==> src/uet_pkg.sv <==
// Constants and types shared by the endpoint transaction handler
package uet_pkg;
   localparam logic [3:0] PID_OUT = 4'h1;
   localparam logic [3:0] PID_IN = 4'h9;
   localparam logic [3:0] PID_SOF = 4'h5;
   localparam logic [3:0] PID_SETUP = 4'hd;
   localparam logic [3:0] PID_DATA0 = 4'h3;
   localparam logic [3:0] PID_DATA1 = 4'hb;
   localparam logic [3:0] PID_ACK = 4'h2;
   localparam logic [3:0] PID_NAK = 4'ha;
   localparam logic [3:0] PID_STALL = 4'he;
   localparam logic [3:0] PID_PRE = 4'hc;
   localparam int NUM_EP = 3;
   localparam logic [3:0] EP_MAX = 4'h2;
   localparam logic [1:0] EP_CTL = 2'h0;
   localparam logic [1:0] EP_BULK_OUT = 2'h1;
   localparam logic [1:0] EP_BULK_IN = 2'h2;
   localparam logic [6:0] DEFAULT_ADDR = 7'h00;
   localparam logic [7:0] REQ_SET_ADDRESS = 8'h05;
   localparam logic [3:0] SETUP_LEN = 4'h8;
   localparam logic [3:0] SETUP_IDX_TYPE = 4'h0;
   localparam logic [3:0] SETUP_IDX_REQ = 4'h1;
   localparam logic [3:0] SETUP_IDX_VALUE = 4'h2;
   localparam logic [3:0] SETUP_IDX_LEN_LO = 4'h6;
   localparam logic [3:0] SETUP_IDX_LEN_HI = 4'h7;
   localparam int REQ_DIR_BIT = 7;
   localparam int FIFO_WIDTH = 8;
   localparam int FIFO_DEPTH = 8;
   localparam int CLK_PERIOD_NS = 20;
   localparam int HS_WAIT_NS = 1333;
   // Longest wait, so the figure rounds down
   localparam int HS_WAIT_CYCLES = HS_WAIT_NS / CLK_PERIOD_NS;

   typedef enum logic [1:0] {
      ST_IDLE = 2'b00,
      ST_RX_DATA = 2'b01,
      ST_TX_WAIT = 2'b10,
      ST_HS_WAIT = 2'b11
   } uet_state_t;

   typedef enum logic [2:0] {
      CS_IDLE = 3'b000,
      CS_DATA_OUT = 3'b001,
      CS_DATA_IN = 3'b010,
      CS_STATUS_OUT = 3'b011,
      CS_STATUS_IN = 3'b100
   } uet_ctl_t;
endpackage

==> src/uet_stream_if.sv <==
// Valid/ready byte stream between the handler and its FIFO
`timescale 1ns/1ps
interface uet_stream_if #(parameter int WIDTH = 8);
   logic valid;
   logic ready;
   logic [WIDTH-1:0] data;
   modport src (output valid, output data, input ready);
   modport snk (input valid, input data, output ready);
endinterface

==> src/uet_fifo.sv <==
// Synchronous FIFO with valid/ready on both sides
`timescale 1ns/1ps
module uet_fifo #(
   parameter int WIDTH = uet_pkg::FIFO_WIDTH,
   parameter int DEPTH = uet_pkg::FIFO_DEPTH
) (
   input wire logic mclk,
   input wire logic rst_n,
   uet_stream_if.snk wr,
   uet_stream_if.src rd
);
   localparam int AW = (DEPTH > 1) ? $clog2(DEPTH) : 1;
   localparam int CW = $clog2(DEPTH + 1);
   localparam logic [CW-1:0] FULL_COUNT = CW'(DEPTH);
   localparam logic [AW-1:0] LAST_IDX = AW'(DEPTH - 1);

   logic [WIDTH-1:0] mem [DEPTH];
   logic [AW-1:0] wrPtr, next_wrPtr, rdPtr, next_rdPtr;
   logic [CW-1:0] count, next_count;
   logic doWrite, doRead;

   assign wr.ready = (count != FULL_COUNT);
   assign rd.valid = (count != '0);
   assign rd.data = mem[rdPtr];
   assign doWrite = wr.valid && wr.ready;
   assign doRead = rd.valid && rd.ready;

   always_comb begin
      next_wrPtr = wrPtr;
      next_rdPtr = rdPtr;
      next_count = count;
      if (doWrite) begin
         next_wrPtr = (wrPtr == LAST_IDX) ? '0 : wrPtr + 1'b1;
      end
      if (doRead) begin
         next_rdPtr = (rdPtr == LAST_IDX) ? '0 : rdPtr + 1'b1;
      end
      if (doWrite && !doRead) begin
         next_count = count + 1'b1;
      end else if (doRead && !doWrite) begin
         next_count = count - 1'b1;
      end
   end

   always_ff @(posedge mclk) begin
      if (!rst_n) begin
         wrPtr <= '0;
         rdPtr <= '0;
         count <= '0;
      end else begin
         wrPtr <= next_wrPtr;
         rdPtr <= next_rdPtr;
         count <= next_count;
      end
   end

   // Storage needs no reset; only the pointers and count define what is valid
   always_ff @(posedge mclk) begin
      if (doWrite) begin
         mem[wrPtr] <= wr.data;
      end
   end

   AST_FIFO_BOUND: assert property (@(posedge mclk) disable iff (!rst_n)
      (count == FULL_COUNT) && !doRead |=> (count == FULL_COUNT))
      else $error("FIFO lost or gained a word while full");
endmodule

==> src/uet_transaction_handler.sv <==
// Endpoint transaction handler: token decode, handshakes, data toggles, control stages
`timescale 1ns/1ps
// Summary of operation
// Only host tokens start work; device answers, one direction at a time.
// Endpoints 1 and 2 are bulk only: 1 receives, 2 sends.
// IN with data ready sends DATA0/DATA1, host then acknowledges.
// IN with nothing ready gets NAK and no data.
// Stalled endpoint answers IN and OUT data with STALL.
// Host sends no handshake after a corrupt data packet.
// Good accepted OUT data packet is acknowledged with ACK.
// OUT data that cannot be taken now is answered NAK.
// Corrupt OUT or SETUP data packet gets no handshake at all.
// Endpoint 0 is the control endpoint and takes control traffic only.
// Control transaction is SETUP, DATA0 packet, then handshake.
// SETUP data packet gets ACK, or silence on a reception error.
// Host sends exactly eight request bytes after each SETUP.
// Control data stage starts with DATA1, then alternates.
// Control write continues with OUT, control read with IN.
// Status stage always uses DATA1 and runs opposite to data.
// Zero-length DATA0 and DATA1 packets are accepted and sent.
// Interrupt transactions are handled exactly like bulk.
// Request bytes from endpoint 0 go into the FIFO for software.
// Address request sets the 7-bit device address for later traffic.
// Software drains OUT FIFO before applying a new configuration.
// DMA is reprogrammed for every packet, driven by endpoint events.
// Packets over twelve bytes should be multiples of four for DMA.
// Tokens to another address are ignored; address resets to zero.
// Only endpoint numbers 0 to 2 are valid.
// Start-of-frame and preamble traffic is silently ignored.
module uet_transaction_handler #(
   parameter int FIFO_DEPTH = uet_pkg::FIFO_DEPTH,
   parameter logic [15:0] HS_WAIT = 16'(uet_pkg::HS_WAIT_CYCLES)
) (
   input wire logic mclk,
   input wire logic rst_n,
   input wire logic busReset,
   input wire logic rxPktValid,
   input wire logic [3:0] rxPid,
   input wire logic rxPidOk,
   input wire logic rxCrcOk,
   input wire logic [6:0] rxAddr,
   input wire logic [3:0] rxEndp,
   input wire logic rxByteValid,
   input wire logic [7:0] rxByte,
   input wire logic txDone,
   input wire logic [2:0] inReady,
   input wire logic [2:0] epStall,
   input wire logic [2:0] outEnable,
   input wire logic ep0DataEnd,
   input wire logic fifoReady,
   output logic fifoValid,
   output logic [7:0] fifoData,
   output logic txHsValid,
   output logic [3:0] txHsPid,
   output logic txDataReq,
   output logic [3:0] txDataPid,
   output logic [1:0] txDataEp,
   output logic txZeroLen,
   output logic rxPktEvent,
   output logic [1:0] rxPktEp,
   output logic inAckEvent,
   output logic [1:0] inAckEp,
   output logic setupEvent,
   output logic [6:0] devAddr,
   output logic [2:0] ctlStage
);
   localparam int HS_BOUND = 70;

   uet_pkg::uet_state_t state, next_state;
   uet_pkg::uet_ctl_t stage, next_stage;
   logic [1:0] ep, next_ep;
   logic isSetup, next_isSetup;
   logic overrun, next_overrun;
   logic [3:0] byteCnt, next_byteCnt;
   logic reqDirIn, next_reqDirIn;
   logic reqSetAddr, next_reqSetAddr;
   logic [6:0] pendAddr, next_pendAddr;
   logic lenLoZero, next_lenLoZero;
   logic lenZero, next_lenZero;
   logic [2:0] tog, next_tog;
   logic [15:0] hsTimer, next_hsTimer;
   logic [6:0] next_devAddr;
   logic next_txHsValid, next_txDataReq, next_txZeroLen;
   logic [3:0] next_txHsPid, next_txDataPid;
   logic [1:0] next_txDataEp, next_rxPktEp, next_inAckEp;
   logic next_rxPktEvent, next_inAckEvent, next_setupEvent;
   logic tokOk, dataOk, acceptByte;
   logic [1:0] epTok;

   uet_stream_if #(.WIDTH(uet_pkg::FIFO_WIDTH)) wrIf ();
   uet_stream_if #(.WIDTH(uet_pkg::FIFO_WIDTH)) rdIf ();

   uet_fifo #(.WIDTH(uet_pkg::FIFO_WIDTH), .DEPTH(FIFO_DEPTH)) rxFifo (
      .mclk(mclk),
      .rst_n(rst_n),
      .wr(wrIf.snk),
      .rd(rdIf.src)
   );

   assign fifoValid = rdIf.valid;
   assign fifoData = rdIf.data;
   assign rdIf.ready = fifoReady;
   assign ctlStage = stage;

   assign tokOk = rxPidOk && rxCrcOk && (rxAddr == devAddr) && (rxEndp <= uet_pkg::EP_MAX);
   assign epTok = rxEndp[1:0];
   assign dataOk = rxPidOk && rxCrcOk && ((rxPid == uet_pkg::PID_DATA0) || (rxPid == uet_pkg::PID_DATA1));
   // Setup bytes always go in; bulk bytes only to an open, unstalled receive endpoint
   assign acceptByte = (state == uet_pkg::ST_RX_DATA) && (ep != uet_pkg::EP_BULK_IN)
      && (isSetup || (!epStall[ep] && outEnable[ep]));
   // Bytes are streamed before the CRC verdict; software discards a packet without an event
   assign wrIf.valid = acceptByte && rxByteValid;
   assign wrIf.data = rxByte;

   always_comb begin
      next_state = state;
      next_stage = stage;
      next_ep = ep;
      next_isSetup = isSetup;
      next_overrun = overrun;
      next_byteCnt = byteCnt;
      next_reqDirIn = reqDirIn;
      next_reqSetAddr = reqSetAddr;
      next_pendAddr = pendAddr;
      next_lenLoZero = lenLoZero;
      next_lenZero = lenZero;
      next_tog = tog;
      next_hsTimer = hsTimer;
      next_devAddr = devAddr;
      next_txHsValid = 1'b0;
      next_txHsPid = txHsPid;
      next_txDataReq = 1'b0;
      next_txDataPid = txDataPid;
      next_txDataEp = txDataEp;
      next_txZeroLen = txZeroLen;
      next_rxPktEvent = 1'b0;
      next_rxPktEp = rxPktEp;
      next_inAckEvent = 1'b0;
      next_inAckEp = inAckEp;
      next_setupEvent = 1'b0;
      case (state)
         uet_pkg::ST_IDLE: begin
            // Nothing happens without a host token; SOF and PRE fall to default
            if (rxPktValid && tokOk) begin
               case (rxPid)
                  uet_pkg::PID_SETUP: begin
                     if (epTok == uet_pkg::EP_CTL) begin
                        next_state = uet_pkg::ST_RX_DATA;
                        next_isSetup = 1'b1;
                        next_ep = epTok;
                        next_overrun = 1'b0;
                        next_byteCnt = '0;
                        next_reqSetAddr = 1'b0;
                     end
                  end
                  uet_pkg::PID_OUT: begin
                     next_state = uet_pkg::ST_RX_DATA;
                     next_isSetup = 1'b0;
                     next_ep = epTok;
                     next_overrun = 1'b0;
                     if (epTok == uet_pkg::EP_CTL && stage == uet_pkg::CS_DATA_IN) begin
                        next_stage = uet_pkg::CS_STATUS_OUT;
                        next_tog[0] = 1'b1;
                     end
                  end
                  uet_pkg::PID_IN: begin
                     next_ep = epTok;
                     next_txDataEp = epTok;
                     if (epStall[epTok] || epTok == uet_pkg::EP_BULK_OUT) begin
                        next_txHsValid = 1'b1;
                        next_txHsPid = uet_pkg::PID_STALL;
                     end else if (epTok == uet_pkg::EP_CTL
                        && (stage == uet_pkg::CS_DATA_OUT || stage == uet_pkg::CS_STATUS_IN)) begin
                        if (ep0DataEnd) begin
                           next_txDataReq = 1'b1;
                           next_txDataPid = uet_pkg::PID_DATA1;
                           next_txZeroLen = 1'b1;
                           next_stage = uet_pkg::CS_STATUS_IN;
                           next_state = uet_pkg::ST_TX_WAIT;
                        end else begin
                           next_txHsValid = 1'b1;
                           next_txHsPid = uet_pkg::PID_NAK;
                        end
                     end else if (epTok == uet_pkg::EP_CTL && stage != uet_pkg::CS_DATA_IN) begin
                        next_txHsValid = 1'b1;
                        next_txHsPid = uet_pkg::PID_STALL;
                     end else if (inReady[epTok]) begin
                        // Interrupt polls take this same path as bulk
                        next_txDataReq = 1'b1;
                        next_txDataPid = tog[epTok] ? uet_pkg::PID_DATA1 : uet_pkg::PID_DATA0;
                        next_txZeroLen = 1'b0;
                        next_state = uet_pkg::ST_TX_WAIT;
                     end else begin
                        next_txHsValid = 1'b1;
                        next_txHsPid = uet_pkg::PID_NAK;
                     end
                  end
                  default: begin
                  end
               endcase
            end
         end
         uet_pkg::ST_RX_DATA: begin
            if (wrIf.valid && !wrIf.ready) begin
               next_overrun = 1'b1;
            end
            if (isSetup && rxByteValid && byteCnt < uet_pkg::SETUP_LEN) begin
               next_byteCnt = byteCnt + 1'b1;
               case (byteCnt)
                  uet_pkg::SETUP_IDX_TYPE: next_reqDirIn = rxByte[uet_pkg::REQ_DIR_BIT];
                  uet_pkg::SETUP_IDX_REQ: next_reqSetAddr = (rxByte == uet_pkg::REQ_SET_ADDRESS);
                  uet_pkg::SETUP_IDX_VALUE: next_pendAddr = rxByte[6:0];
                  uet_pkg::SETUP_IDX_LEN_LO: next_lenLoZero = (rxByte == 8'h00);
                  uet_pkg::SETUP_IDX_LEN_HI: next_lenZero = lenLoZero && (rxByte == 8'h00);
                  default: begin
                  end
               endcase
            end
            if (rxPktValid) begin
               next_state = uet_pkg::ST_IDLE;
               // A damaged packet ends here with no reply at all
               if (dataOk) begin
                  next_rxPktEp = ep;
                  if (isSetup) begin
                     next_txHsValid = 1'b1;
                     next_txHsPid = uet_pkg::PID_ACK;
                     next_setupEvent = 1'b1;
                     next_rxPktEvent = 1'b1;
                     next_tog[0] = 1'b1;
                     if (lenZero) begin
                        next_stage = uet_pkg::CS_STATUS_IN;
                     end else if (reqDirIn) begin
                        next_stage = uet_pkg::CS_DATA_IN;
                     end else begin
                        next_stage = uet_pkg::CS_DATA_OUT;
                     end
                  end else if (ep == uet_pkg::EP_BULK_IN || epStall[ep]) begin
                     next_txHsValid = 1'b1;
                     next_txHsPid = uet_pkg::PID_STALL;
                  end else if (overrun || !outEnable[ep]) begin
                     next_txHsValid = 1'b1;
                     next_txHsPid = uet_pkg::PID_NAK;
                  end else begin
                     next_txHsValid = 1'b1;
                     next_txHsPid = uet_pkg::PID_ACK;
                     // A repeated packet is acknowledged again but not counted twice
                     if (rxPid[3] == tog[ep]) begin
                        next_tog[ep] = ~tog[ep];
                        next_rxPktEvent = 1'b1;
                     end
                     if (ep == uet_pkg::EP_CTL && stage == uet_pkg::CS_STATUS_OUT) begin
                        next_stage = uet_pkg::CS_IDLE;
                     end
                  end
               end
            end
         end
         uet_pkg::ST_TX_WAIT: begin
            if (txDone) begin
               next_state = uet_pkg::ST_HS_WAIT;
               next_hsTimer = '0;
            end
         end
         uet_pkg::ST_HS_WAIT: begin
            next_hsTimer = hsTimer + 1'b1;
            if (rxPktValid) begin
               next_state = uet_pkg::ST_IDLE;
               if (rxPidOk && rxPid == uet_pkg::PID_ACK) begin
                  next_inAckEvent = 1'b1;
                  next_inAckEp = ep;
                  if (txZeroLen) begin
                     next_stage = uet_pkg::CS_IDLE;
                     if (reqSetAddr) begin
                        next_devAddr = pendAddr;
                        next_reqSetAddr = 1'b0;
                     end
                  end else begin
                     next_tog[ep] = ~tog[ep];
                  end
               end
            end else if (hsTimer >= HS_WAIT) begin
               // Host stays silent on a corrupt packet, so the data is resent later
               next_state = uet_pkg::ST_IDLE;
            end
         end
         default: begin
            next_state = uet_pkg::ST_IDLE;
         end
      endcase
      if (busReset) begin
         next_state = uet_pkg::ST_IDLE;
         next_stage = uet_pkg::CS_IDLE;
         next_tog = '0;
         next_devAddr = uet_pkg::DEFAULT_ADDR;
         next_reqSetAddr = 1'b0;
      end
   end

   always_ff @(posedge mclk) begin
      if (!rst_n) begin
         state <= uet_pkg::ST_IDLE;
         stage <= uet_pkg::CS_IDLE;
         ep <= '0;
         isSetup <= 1'b0;
         overrun <= 1'b0;
         byteCnt <= '0;
         reqDirIn <= 1'b0;
         reqSetAddr <= 1'b0;
         pendAddr <= '0;
         lenLoZero <= 1'b0;
         lenZero <= 1'b0;
         tog <= '0;
         hsTimer <= '0;
         devAddr <= uet_pkg::DEFAULT_ADDR;
         txHsValid <= 1'b0;
         txHsPid <= '0;
         txDataReq <= 1'b0;
         txDataPid <= '0;
         txDataEp <= '0;
         txZeroLen <= 1'b0;
         rxPktEvent <= 1'b0;
         rxPktEp <= '0;
         inAckEvent <= 1'b0;
         inAckEp <= '0;
         setupEvent <= 1'b0;
      end else begin
         state <= next_state;
         stage <= next_stage;
         ep <= next_ep;
         isSetup <= next_isSetup;
         overrun <= next_overrun;
         byteCnt <= next_byteCnt;
         reqDirIn <= next_reqDirIn;
         reqSetAddr <= next_reqSetAddr;
         pendAddr <= next_pendAddr;
         lenLoZero <= next_lenLoZero;
         lenZero <= next_lenZero;
         tog <= next_tog;
         hsTimer <= next_hsTimer;
         devAddr <= next_devAddr;
         txHsValid <= next_txHsValid;
         txHsPid <= next_txHsPid;
         txDataReq <= next_txDataReq;
         txDataPid <= next_txDataPid;
         txDataEp <= next_txDataEp;
         txZeroLen <= next_txZeroLen;
         rxPktEvent <= next_rxPktEvent;
         rxPktEp <= next_rxPktEp;
         inAckEvent <= next_inAckEvent;
         inAckEp <= next_inAckEp;
         setupEvent <= next_setupEvent;
      end
   end

   AST_DATA_ONLY_ON_IN: assert property (@(posedge mclk) disable iff (!rst_n)
      txDataReq |-> $past(rxPktValid) && ($past(rxPid) == uet_pkg::PID_IN))
      else $error("Data sent without an IN token");
   AST_NAK_WITHOUT_DATA: assert property (@(posedge mclk) disable iff (!rst_n)
      (state == uet_pkg::ST_IDLE) && !busReset && rxPktValid && tokOk && rxPid == uet_pkg::PID_IN
      && epTok == uet_pkg::EP_BULK_IN && !epStall[2] && !inReady[2]
      |=> txHsValid && txHsPid == uet_pkg::PID_NAK && !txDataReq)
      else $error("IN without data was not answered NAK");
   AST_STALL_IN: assert property (@(posedge mclk) disable iff (!rst_n)
      (state == uet_pkg::ST_IDLE) && !busReset && rxPktValid && tokOk && rxPid == uet_pkg::PID_IN
      && epStall[epTok] |=> txHsValid && txHsPid == uet_pkg::PID_STALL && !txDataReq)
      else $error("Stalled endpoint did not answer STALL");
   AST_ERROR_SILENT: assert property (@(posedge mclk) disable iff (!rst_n)
      (state == uet_pkg::ST_RX_DATA) && rxPktValid && !(rxCrcOk && rxPidOk) |=> !txHsValid && state == uet_pkg::ST_IDLE)
      else $error("Handshake sent after a damaged packet");
   AST_SETUP_ACK: assert property (@(posedge mclk) disable iff (!rst_n)
      (state == uet_pkg::ST_RX_DATA) && isSetup && rxPktValid && dataOk && !busReset
      |=> txHsValid && txHsPid == uet_pkg::PID_ACK && setupEvent && tog[0])
      else $error("Good SETUP packet not acknowledged");
   AST_FOREIGN_ADDR: assert property (@(posedge mclk) disable iff (!rst_n)
      (state == uet_pkg::ST_IDLE) && rxPktValid && rxAddr != devAddr
      |=> !txHsValid && !txDataReq && state == uet_pkg::ST_IDLE)
      else $error("Token to another address was answered");
   AST_BAD_ENDPOINT: assert property (@(posedge mclk) disable iff (!rst_n)
      (state == uet_pkg::ST_IDLE) && rxPktValid && rxEndp > uet_pkg::EP_MAX
      |=> !txHsValid && !txDataReq && state == uet_pkg::ST_IDLE)
      else $error("Token to an invalid endpoint was answered");
   AST_SOF_IGNORED: assert property (@(posedge mclk) disable iff (!rst_n)
      (state == uet_pkg::ST_IDLE) && rxPktValid && (rxPid == uet_pkg::PID_SOF || rxPid == uet_pkg::PID_PRE)
      |=> state == uet_pkg::ST_IDLE && !txHsValid)
      else $error("Frame marker or preamble was not ignored");
   AST_STATUS_DATA1: assert property (@(posedge mclk) disable iff (!rst_n)
      txDataReq && txZeroLen |-> txDataPid == uet_pkg::PID_DATA1 && stage == uet_pkg::CS_STATUS_IN)
      else $error("Status stage not sent as DATA1");
   AST_HS_WAIT_BOUNDED: assert property (@(posedge mclk) disable iff (!rst_n)
      $rose(state == uet_pkg::ST_HS_WAIT) |-> ##[1:HS_BOUND] state != uet_pkg::ST_HS_WAIT)
      else $error("Handshake wait did not end");
   AST_ADDR_AFTER_STATUS: assert property (@(posedge mclk) disable iff (!rst_n)
      (state == uet_pkg::ST_HS_WAIT) && rxPktValid && rxPidOk && rxPid == uet_pkg::PID_ACK
      && txZeroLen && reqSetAddr && !busReset |=> devAddr == $past(pendAddr))
      else $error("Device address not taken after status stage");
endmodule

==> config.mk <==
export PLATFORM = sky130hd
export DESIGN_NAME = uet_transaction_handler
export DESIGN_NICKNAME = d
export VERILOG_FILES = /design/src/uet_pkg.sv /design/src/uet_stream_if.sv /design/src/uet_fifo.sv /design/src/uet_transaction_handler.sv
export SDC_FILE = /design/constraint.sdc
export NUM_CORES = 1
export LEC_CHECK = 0
export BUFFER_PORTS_ARGS = -buffer_cell sky130_fd_sc_hd__buf_2
export CORE_MARGIN = 4
export CORE_UTILIZATION = 63
export DETAILED_ROUTE_END_ITERATION = 8
export PLACE_DENSITY = 0.85
export SYNTH_ARGS = -nofsm -noshare
export SYNTH_HDL_FRONTEND = slang
export SYNTH_HIERARCHICAL = 1
export SYNTH_SLANG_ARGS = --single-unit
==> constraint.sdc <==
create_clock -name mclk -period 8.68 [get_ports mclk]
set_input_delay 2.17 -clock mclk [delete_from_list [all_inputs] [get_ports mclk]]
set_output_delay 2.17 -clock mclk [all_outputs]
set_load 0.03 [all_outputs]
After elaboration in Yosys (flattened, before gate mapping)
Memories as Yosys holds them, arrays and structs flattened. A register that Yosys moved wholly into a read port is not among the register bits. Index checks and enable logic that the tools add are counted.

Equal/unequal tests: 68. Reductions and logical operators: 73. Multiplexer cells: 135. Bitwise logic cells: 6. Order comparisons: 6. Add/subtract/negate cells: 6.

Operator list (number): 2-to-1 mux 4 bit (23); 2-to-1 mux 3 bit (27); 2-to-1 mux 1 bit (47); != test 2 bit (second input constant) (17); one-hot mux 16 bit (2 select lines) (1); 2-to-1 mux 2 bit (14); != test 3 bit (second input constant) (8); AND reduction 3 bit (8); logical AND 1 bit (23); != test 4 bit (second input constant) (5); AND reduction 10 bit (2); adder 16 x 1 -> 16 bit (second input constant) (1); >= comparator 16 x 7 -> 1 bit (second input constant) (1); 2-to-1 mux 16 bit (1); one-hot mux 4 bit (2 select lines) (2); AND reduction 15 bit (1); AND reduction 5 bit (3); != test 2 x 1 -> 1 bit (second input constant) (7); AND reduction 7 bit (2); nonzero test 2 bit (7); binary-select mux 1 bit (select 2 bit) (6); == test 4 x 2 -> 1 bit (second input constant) (3); == test 4 bit (second input constant) (3); AND reduction 12 bit (1); 43 further kinds (81).

Flip-flop bits (word level): 80. Input bits: 42. RAM bits: 64. Memories kept: 1. Output and inout bits: 39. Word-level logic and storage cells: 324.

Memories: rxFifo.mem (depth 8, bits a word 8, rd ports 1, clocked after memory_dff 1, write ports 1, line uet_fifo.sv:17) `logic [WIDTH-1:0] mem [DEPTH];`.

Longest topological paths before layout
Gate-level depths: netlist (run 1).

Word-level depth: 12. Gate-level depth with buffers: 14. Depth with buffers taken out: 13.

Modules after synthesis
Netlist (run 1), hierarchy kept.

By module, submodules not included: uet_transaction_handler (area an instance 3752.3 sq um, seq. area each 1341.3 sq um, times used 1, cells an instance 446); uet_fifo (area an instance 3151.8 sq um, seq. area each 2182.1 sq um, times used 1, cells an instance 168).

Worst setup path before layout (run 1)
Ideal clock, no wire load.

Path kind: input to register. From: input port epStall[1]. To: register rxFifo.count[3]. Stages: 13. Data required time: 8.608 ns. Arrival time: 4.186 ns. Buffers on the path: 0. Library setup time: 0.072 ns. Path slack: 4.422 ns. Path through: mux2i_1 -> a2bb2oi_1 -> a21oi_1 -> nor4_1 -> nand2_2 -> inv_2 -> ha_1 -> inv_1 -> ha_1 -> a21oi_1 -> a211oi_1 -> a31oi_1 -> mux2i_1.

Cells in the longest elaborated chain, start to end: 11. Elaborated cells between the ends (all ways): 13. Classes of those cells: 3 x mux; 10 x reduce/logical.

Ends and longest elaborated chain: start, declared (line uet_transaction_handler.sv:47) `input wire logic [2:0] epStall,`; binary-select mux 1 bit (select 2 bit) * (line uet_transaction_handler.sv:110) `&& (isSetup || (!epStall[ep] && outEnable[ep]));`; 2-to-1 mux 1 bit (implied by the code) * (line uet_transaction_handler.sv:110); zero test 1 bit * (line uet_transaction_handler.sv:110); logical AND 1 bit * (line uet_transaction_handler.sv:110); logical OR 1 bit * (line uet_transaction_handler.sv:110); logical AND 1 bit * (line uet_transaction_handler.sv:110); logical AND 1 bit * (line uet_transaction_handler.sv:112) `assign wrIf.valid = acceptByte && rxByteValid;`; via wrIf.valid (line uet_stream_if.sv:4) `logic valid;`; logical AND 1 bit * (line uet_fifo.sv:25) `assign doWrite = wr.valid && wr.ready;`; via rxFifo.doWrite (line uet_fifo.sv:20) `logic doWrite, doRead;`; zero test 1 bit (line uet_fifo.sv:40) `end else if (doRead && !doWrite) begin`; logical AND 1 bit (line uet_fifo.sv:40); nonzero test 2 bit (no source line); end signal, assigned (line uet_fifo.sv:53) `count <= next_count;`; end, declared (line uet_fifo.sv:19) `logic [CW-1:0] count, next_count;`.

Mark *: on every way through the listed nets, which the timed path passes. The rest lies on a longest branch. The select of a mux whose other input is x is not followed. A chain may end at the register's enable or synchronous reset.

==> results of run 1 <==
cell type report:
class / count / share of cell area (%)
Sequential cell: 144 / 44.8
Clock inverter: 15 / 2.15
Tap cell: 136 / 2.16
Timing Repair Buffer: 80 / 5.15
Inverter: 15 / 0.716
Multi-Input combinational cell: 423 / 39.8
Clock buffer: 17 / 5.26
logic make-up after synthesis:
logic type,count (synthesis)
flip-flops,144
XOR/XNOR,12
AND/OR/NAND/NOR,234
multiplexers,60
other,1
AO/OA/AOI/OAI,101
adder cells (fa/ha/maj),14
buffers and inverters,48
layer usage:
| metal | GRT usage, % | vias to the layer above |
|---|---|---|
| li1 | - | 2434 |
| met1 | 31.1 | 2502 |
| met2 | 46.3 | 209 |
| met3 | 5.55 | 27 |
| met4 | 8.41 | 0 |
| met5 | 0 | - |
cell usage in the layout, fill, tap and decap left out, types with 8 or more instances in the layout:
| master | synthesis | layout |
|---|---|---|
| sky130_fd_sc_hd__dfxtp_1 | 80 | 80 |
| sky130_fd_sc_hd__buf_2 | 7 | 78 |
| sky130_fd_sc_hd__edfxtp_1 | 64 | 64 |
| sky130_fd_sc_hd__nor2_1 | 58 | 58 |
| sky130_fd_sc_hd__nand2_1 | 48 | 48 |
| sky130_fd_sc_hd__mux2i_1 | 31 | 31 |
| sky130_fd_sc_hd__a21oi_1 | 31 | 31 |
| sky130_fd_sc_hd__nand3_1 | 26 | 26 |
| sky130_fd_sc_hd__nor3_1 | 19 | 19 |
| sky130_fd_sc_hd__o21ai_0 | 16 | 16 |
| sky130_fd_sc_hd__clkbuf_16 | 0 | 16 |
| sky130_fd_sc_hd__mux4_1 | 15 | 15 |
| sky130_fd_sc_hd__inv_1 | 13 | 13 |
| sky130_fd_sc_hd__mux2_2 | 13 | 13 |
| sky130_fd_sc_hd__ha_1 | 13 | 13 |
| sky130_fd_sc_hd__nor4_1 | 8 | 8 |
| sky130_fd_sc_hd__xor2_1 | 8 | 8 |
| sky130_fd_sc_hd__nand2b_1 | 8 | 8 |
state kept, by name (all words and copies together), names as in the netlist, 4 cells and up, named ones only:
name	cells
byteCnt	4
devAddr	7
rxFifo/mem	64
rxFifo/count	4
hsTimer	16
pendAddr	7
metrics by stage:
| stage | cells | total power [mW] | cell area, um2 | hold WS, ps |
|---|---|---|---|---|
| 2_1_floorplan | 615 | 0.906 | 6910 | 441 |
| 3_3_place_gp | 798 | 0.944 | 7290 | 443 |
| 3_5_place_dp | 798 | 0.953 | 7290 | 445 |
| 5_1_grt | 830 | 1.71 | 7870 | 475 |
| 6_report | 830 | 1.64 | 7870 | 458 |
| 4_1_cts | 830 | 1.66 | 7870 | 459 |
worst max-delay path: cells and delay by family, from the launching register on:
family / cells / cell delay, ps
mux: 2 / 1020
flops: 1 / 890
buf+inv: 1 / 180
worst paths after layout:
kind / from / to / slack [ps]
setup / recovery: flip-flop / fifoData[2] / 3900
hold / removal: txHsPid[2] / txHsPid[2] / 460
setup reg to reg: ep[1] / rxFifo/count[3] / 4950
hold reg to reg: txHsPid[2] / txHsPid[2] / 460
power groups by stage:
stage          Sequential, mW  Clock [mW]  Combinational, mW
2_1_floorplan           0.740           0              0.166
3_3_place_gp            0.757           0              0.186
3_5_place_dp            0.760           0              0.193
4_1_cts                 0.745       0.716              0.194
5_1_grt                 0.747       0.754              0.207
6_report                0.744       0.706              0.192
==> flow_results.org, run 1 <==
** Outcome
- Outcome :: complete, no violations

** Power
- Summed over all nets, the switching power comes to about 440 uW.
- Cell-internal power :: approximately 1.2 mW
- Worst-case vdd ir drop :: 0.144 mV
- Cell Pwr Density :: around 210 nW/um2
- Registers are responsible for 45.3% of the overall power.
- Switching fraction of total power :: 26.7%
- The analysis attributes to cell leakage a power of about 2.9 nW.
- In this run, the combinational gates consume 11.7% of the power.
- Proportion of power drawn by the clock network :: a little over two fifths

** Hold path
- The min-delay analysis places its worst path in the category flip-flop to flip-flop.
- The worst hold path was traced through 2 stages.

** Critical path
- On the worst path, the slowest cell contributes a delay of 890 ps.
- Worst Reg-to-Reg Cells :: 13
- Path type of the worst setup path :: flip-flop to primary output
- Critical Path Fanout Max :: 16
- Among all stages on the critical path, the largest delay is contributed by sky130_fd_sc_hd__dfxtp_1.
- The worst setup path is launched from a flip-flop.
- Data on the critical path arrives at its endpoint at 2610 ps.
- The worst setup path is captured at a primary output.
- Walking the worst path, the cells encountered are mux4_1, mux2_2, buf_2.
- Required time at the endpoint of the critical path :: between 6000 and 7000 ps

** GRT
- The first global-routing pass estimated about 26000 um of wire.
- After global routing the overflow that remains totals 0.
- The number of global-route vias before repair came to between 5000 and 6000.
- In the global route stage, overall resource usage came out at between 20% and 30%.
- Maximum number of pins on one net before global-route repair :: 44
- The initial antenna violation count was 0.

** Synthesis
- Xor and xnor area share after synthesis :: around 1.5%
- Averaged over all synthesized cells, the footprint is between 10 and 15 um2.
- Portion of netlist area occupied by mux cells :: 12.6%
- Area of the mapped netlist :: roughly 6900 um2
- Dominant cells by area after synthesis :: sky130_fd_sc_hd__edfxtp_1, sky130_fd_sc_hd__dfxtp_1, sky130_fd_sc_hd__mux4_1
- The most used flip-flop cell after synthesis is sky130_fd_sc_hd__dfxtp_1.
- The commonest cells after synthesis are sky130_fd_sc_hd__dfxtp_1, sky130_fd_sc_hd__edfxtp_1, sky130_fd_sc_hd__nor2_1.
- Fraction of the mapped netlist area in simple logic gates :: a little under a fifth
- The top cell type by area accounts for roughly 28% of the synthesized area.
- Of all cell types, the one taking the most synthesized area is sky130_fd_sc_hd__edfxtp_1.
- Of the total synthesized cell area, the portion taken by full adders, half adders and majority gates is under 10%.
- Share of flip-flops with an asynchronous set or reset :: 0%
- Number of warnings reported in the yosys synthesis log :: 6
- The synthesized netlist devotes 10.0% of its cell area to compound gates.
- In the synthesized netlist, the number of instances is slightly above 600.
- After synthesis, the netlist uses 88 different library cells.
- Most frequent cell after synthesis :: sky130_fd_sc_hd__dfxtp_1
- By area, the combinational part of the netlist is dominated by simple AND/OR/NAND/NOR gates.
- EDFF count, synth :: 64
- After synthesis, flip-flops and latches occupy about half of the total area.
- Flops & latches, synth :: around 140

** Layout
- The area growth from synthesis to layout is 14.0%.
- Once layout is complete, the utilization of the core stands at ~75%.
- 0 antenna diodes ended up in the layout.
- Proportion of layout cells with a drive suffix above 1 :: 21.8%
- Net count reported at finish :: 737
- Across the whole layout, storage elements account for approximately 3500 um2.
- The filler cells instantiated in the layout total ~700.
- In the final layout, the multi-input gates occupy roughly 3100 um2.

** Placed design
- In this run the tool buffered the top-level ports with 78 buffer cells.
- Worst setup slack after placement :: about 3800 ps
- HPWL after DPL :: approximately 11000 um
- Routability-driven placement finished with a final weighted congestion of 0.944.

** Timing
- RSZ-0062 raised after global routing :: no
- Slew Limit Headroom :: roughly a fifth
- Setup total negative slack :: 0 ps
- Setup violations remaining at the end of the flow were counted as 0.
- At the pin with the least slew margin, the transition time is between 1000 and 1500 ps.
- The number of max-slew violations in the final report was 0.
- Minimum clock period :: 4780 ps
- Max frequency :: 209 MHz
- Final Skew :: between 15 and 20 ps
- Final clock period utilization by the worst path :: 55.1%
- Setup slack on the critical path of the routed design comes to 3900 ps.
- The final-report hold violation count was 0.

** CTS
- Counting every sink on the clock net gives 144.
- The H-tree was split into 4 levels.
- In this run, CTS created clock tree buffers numbering 17.
- The number of hold buffers added after CTS was 0.
- Source-to-sink clock delay at the later pin of the worst-skew pair :: between 500 and 600 ps
- TritonCTS built the clock tree.
- Root buf cell :: sky130_fd_sc_hd__clkbuf_8
- Post-CTS setup repair buffer count :: 0
- Counting along the longest clock path gives a buffer depth of 2.
- Count of instances resized after the clock tree is built :: 0
- After clock tree synthesis, the clock-pin slew on the worst setup and hold paths is around 70 ps.

** Drt
- After detailed routing, the number of remaining DRC violations is 0.
- The highest metal layer carrying signal wires in the routed design is met4.
- After detailed routing, the wire length on met1 is about 6200 um.
- For this run, the detailed router's first-pass iteration total came to 5.
- Number of nets with antenna violations after routing :: 0
- Iteration-0 DRC count of the detailed router :: between 300 and 400
- The final layout contains routed wiring with a total length of roughly 16000 um.
- Post-DR wirelength/cell :: ~19 um
- Post-detailed-route via-to-cell ratio :: approximately 6.2
- Total number of vias :: roughly 5200
- DR WL met2 :: between 8000 and 9000 um
- Wire length on met3 :: 1090 um

** Floorplanning
- Starting utilization of the core area :: roughly two thirds
- Die width :: 113 um
- Die area :: roughly 13000 um2
- Boundary pin count :: 81
- Core Rows :: 37
- The floorplan step set the die height to approximately 110 um.
- The core region is roughly 11000 um2.

** Flow run
- Maxcap violations :: 0
Note: power is estimated with default switching activity, not from simulation.
==> run 2: changes to the inputs <==
--- a/config.mk
+++ b/config.mk
@@ -7,9 +7,9 @@
 export LEC_CHECK = 0
 export BUFFER_PORTS_ARGS = -buffer_cell sky130_fd_sc_hd__buf_2
 export CORE_MARGIN = 4
-export CORE_UTILIZATION = 63
+export CORE_UTILIZATION = 53
 export DETAILED_ROUTE_END_ITERATION = 8
-export PLACE_DENSITY = 0.85
+export PLACE_DENSITY = 0.76
 export SYNTH_ARGS = -nofsm -noshare
 export SYNTH_HDL_FRONTEND = slang
 export SYNTH_HIERARCHICAL = 1
==> constraint.sdc (replaced) <==
create_clock -name mclk -period 3.9 [get_ports mclk]
set_input_delay 0.975 -clock mclk [delete_from_list [all_inputs] [get_ports mclk]]
set_output_delay 0.975 -clock mclk [all_outputs]
set_load 0.03 [all_outputs]
==> run 2 against run 1 <==
Cell area grew 0.97%. Count of clock-buffer cells in the layout is 1 higher. Global-route usage down 4.0 points. Cell count is 5.2% higher. Via count shrank 0.27%. Non-clock buffer count rose by 8. First-iteration DRC count is 2.2% higher. Worst hold slack improved by 2.1 ps. Largest cell class unchanged.
==> flow_results.org, run 2 (synthesized netlist as in run 1, its figures left out) <==
** Outcome
- Outcome :: complete, no violations

** Layout
- Largest registers :: rxFifo/mem (64), hsTimer (16)
- Proportion of layout cells with a drive suffix above 1 :: 22.4% (+0.64 points)
- Layout Utilization :: 62.7% (-12 points)
- Largest register FFs :: 64 (unchanged)
- Area grow syn2layout :: 15.1%
- The area of the multi-input gates came to 3130 um2 (unchanged).
- Leaving out fill and tap cells, the most frequent cells in the layout are sky130_fd_sc_hd__dfxtp_1, sky130_fd_sc_hd__buf_2, sky130_fd_sc_hd__edfxtp_1.
- More flip-flops sit in one register than any other, and that register is rxFifo/mem.
- Leading cell type in the layout, fill and taps excluded :: sky130_fd_sc_hd__dfxtp_1
- Inserted Diodes :: 0 (unchanged)
- Net count reported at finish :: 745 (+1.1%)
- The combined flip-flop and latch cell area is 3520 um2 (unchanged).
- Filler cell count in the final layout :: 1022 (+46%)

** Floorplanning
- Floorplan die height :: 122 um (+8.4%)
- The die area came to 14900 um2 (+17%).
- The number of top-level pins was 81 (unchanged).
- Floorplan Core Area :: 12700 um2 (+21%)
- The chip width is 122 um (+8.4%).
- The starting density of the core came to 54.5% (-11 points).
- The total number of placement rows was 41 (+11%).

** Drt
- The number of vias per cell after detailed routing is 5.91 (-5.2%).
- The post-detailed-route count of antenna-violating nets is 0 (unchanged).
- Iteration-0 DRC count of the detailed router :: 364 (+2.2%)
- Number of optimization iterations in the first detailed-route pass :: 5 (unchanged)
- The total wire length after detailed routing came to 15600 um (-2.2%).
- Detailed-route DRC error count :: 0 (unchanged)
- The post-detailed-route wirelength per cell was 17.9 um (-7.0%).
- The via count of the routed design is 5158 (-0.27%).

** Critical path
- The maximum fanout along the worst path was 14 (-2).
- The data required time of the critical path is 4260 ps (-2250 ps).
- The worst setup path is captured at a flip-flop.
- The worst setup path is launched from a flip-flop.
- Path type of the worst setup path :: flip-flop to flip-flop
- In this run the worst setup path begins at ep[1].
- Critical register-to-register path startpoint :: ep[1]
- The data arrival time of the critical path was 3710 ps (+1100 ps).

** Hold path
- Hold_sp :: rxPktEp[0]
- Worst Hold Class :: flip-flop to flip-flop

** CTS
- Clock tree synthesis selected as its root buffer the cell sky130_fd_sc_hd__clkbuf_16.
- Clock slew at the register clock pins of the worst setup and hold paths :: 60 ps (about the same)
- Count of instances resized after the clock tree is built :: 0 (unchanged)
- Number of buffers added to fix hold violations after cts :: 0 (unchanged)
- The number of clock sinks was 144 (unchanged).
- The number of buffers inserted by post-CTS setup repair is 0 (unchanged).
- CTS tree :: done
- The CTS H-tree depth is 4 (unchanged).
- The insertion delay of the later-clocked pin in the worst-skew pair is 430 ps (-90 ps).
- The maximum count of clock buffers along a single path was 2 (unchanged).
- Total clock buffers created by CTS :: 17 (unchanged)

** GRT
- Overall Global Routing Usage :: 22.0% (-4.0 points)
- The maximum number of pins on one net before global-route repair was 26 (-41%).
- The total congestion overflow was 0 (unchanged).
- Vias in the first global route :: 5196 (+1.7%)
- The first-pass GRT wire length was 25500 um (-2.3%).
- Initial antenna violation count :: 0 (unchanged)

** Placed design
- The global placement routability congestion is 0.936 (-0.82%).
- The half-perimeter wire length after placement came to 11200 um (+0.25%).
- Port bufs :: 78 (unchanged)

** Timing
- The number of max-slew violations in the final report was 0 (unchanged).
- The setup total negative slack is 0 ps (unchanged).
- Counting I/O delays and the setup requirement, the final critical path takes roughly 3300 ps.
- Actual slew at the worst max-slew pin :: 804 ps (-397 ps)
- Static timing analysis puts the maximum clock frequency at 299 MHz.
- Setup repair after global routing left no endpoint under its margin.
- Final Skew :: 13.2 ps (-2.59 ps)
- Slew Limit Headroom :: 46.2% (+27 points)
- The final-report hold violation count came to 0 (unchanged).
- Final setup violating endpoints :: 0 (unchanged)
- In the finished design, the share of the clock period the worst path needs comes to between 80 and 90%.

** Power
- The cell leakage power is 2.93 nW (+0.95%).
- The maximum ir drop on the vdd rail is 0.257 mV (+79%).
- Cell Pwr Density :: 452 nW/um2 (+120%)
- The overall power after layout came to 3.59 mW (+120%).

** Flow run
- Maxcap violations :: 0 (unchanged)
==> run 2: changes by cell type in the layout (fill, tap and decap cells not counted), sizes merged <==
cell      change
clkinv        +4
inv           -7
buf           +8
clkinvlp      +1
clkbuf        +1
==> run 2: final timing paths <==
check / end / slack [ps] / cells past startpoint
setup / recovery: rxFifo/count[3] / 550 / 13
hold / removal: rxPktEp[0] / 460 / 2
setup reg to reg: rxFifo/count[3] / 550 / 13
hold reg to reg: rxPktEp[0] / 460 / 2
==> run 2: cell type report <==
| type | count | share of cell area [%] |
|---|---|---|
| Clock inverter | 13 | 1.45 |
| Tap cell | 172 | 2.71 |
| Clock buffer | 18 | 5.53 |
| Sequential cell | 144 | 44.3 |
| Timing Repair Buffer | 88 | 5.86 |
| Inverter | 15 | 0.709 |
| Multi-Input combinational cell | 423 | 39.4 |
==> run 2: worst max-delay path: stages, from the launching register on <==
cell and delay [ps]:
sky130_fd_sc_hd__dfxtp_1 590, sky130_fd_sc_hd__nor2b_1 420, sky130_fd_sc_hd__o2bb2ai_1 210, sky130_fd_sc_hd__a21oi_1 130, sky130_fd_sc_hd__nor4_1 300, sky130_fd_sc_hd__nand2_2 190
sky130_fd_sc_hd__inv_2 130, sky130_fd_sc_hd__ha_1 170, sky130_fd_sc_hd__inv_1 100, sky130_fd_sc_hd__ha_1 360, sky130_fd_sc_hd__a21oi_1 200, sky130_fd_sc_hd__a211oi_1 90
sky130_fd_sc_hd__a31oi_1 180, sky130_fd_sc_hd__mux2i_1 200
==> run 2: report_power, final <==
part	internal (mW)	total, mW	leakage (nW)	switching [mW]
Clock	0.887	1.51	0.266	0.623
Sequential	1.60	1.63	1.22	0.0318
Combinational	0.209	0.452	1.45	0.243
==> run 2: routing by layer <==
layer  wire length (um)  global-route usage (%)  up-vias  share of wire, %
met2               8040                    38.0      200                51
met5                  0                       0        -                 0
li1                   -                       -     2450                 -
met1               6350                    26.2     2465                41
met4                429                    10.2        0               2.7
met3                824                    4.69       43               5.3
==> run 2: stage by stage <==
step	cell area, um2	std cells	hold slack (ps)	setup WS (ps)
floorplan	6910	615	441	837
global placement	7390	842	444	531
detailed placement	7390	842	454	434
CTS	7950	873	464	623
global route	7950	873	492	306
finish	7950	873	460	552
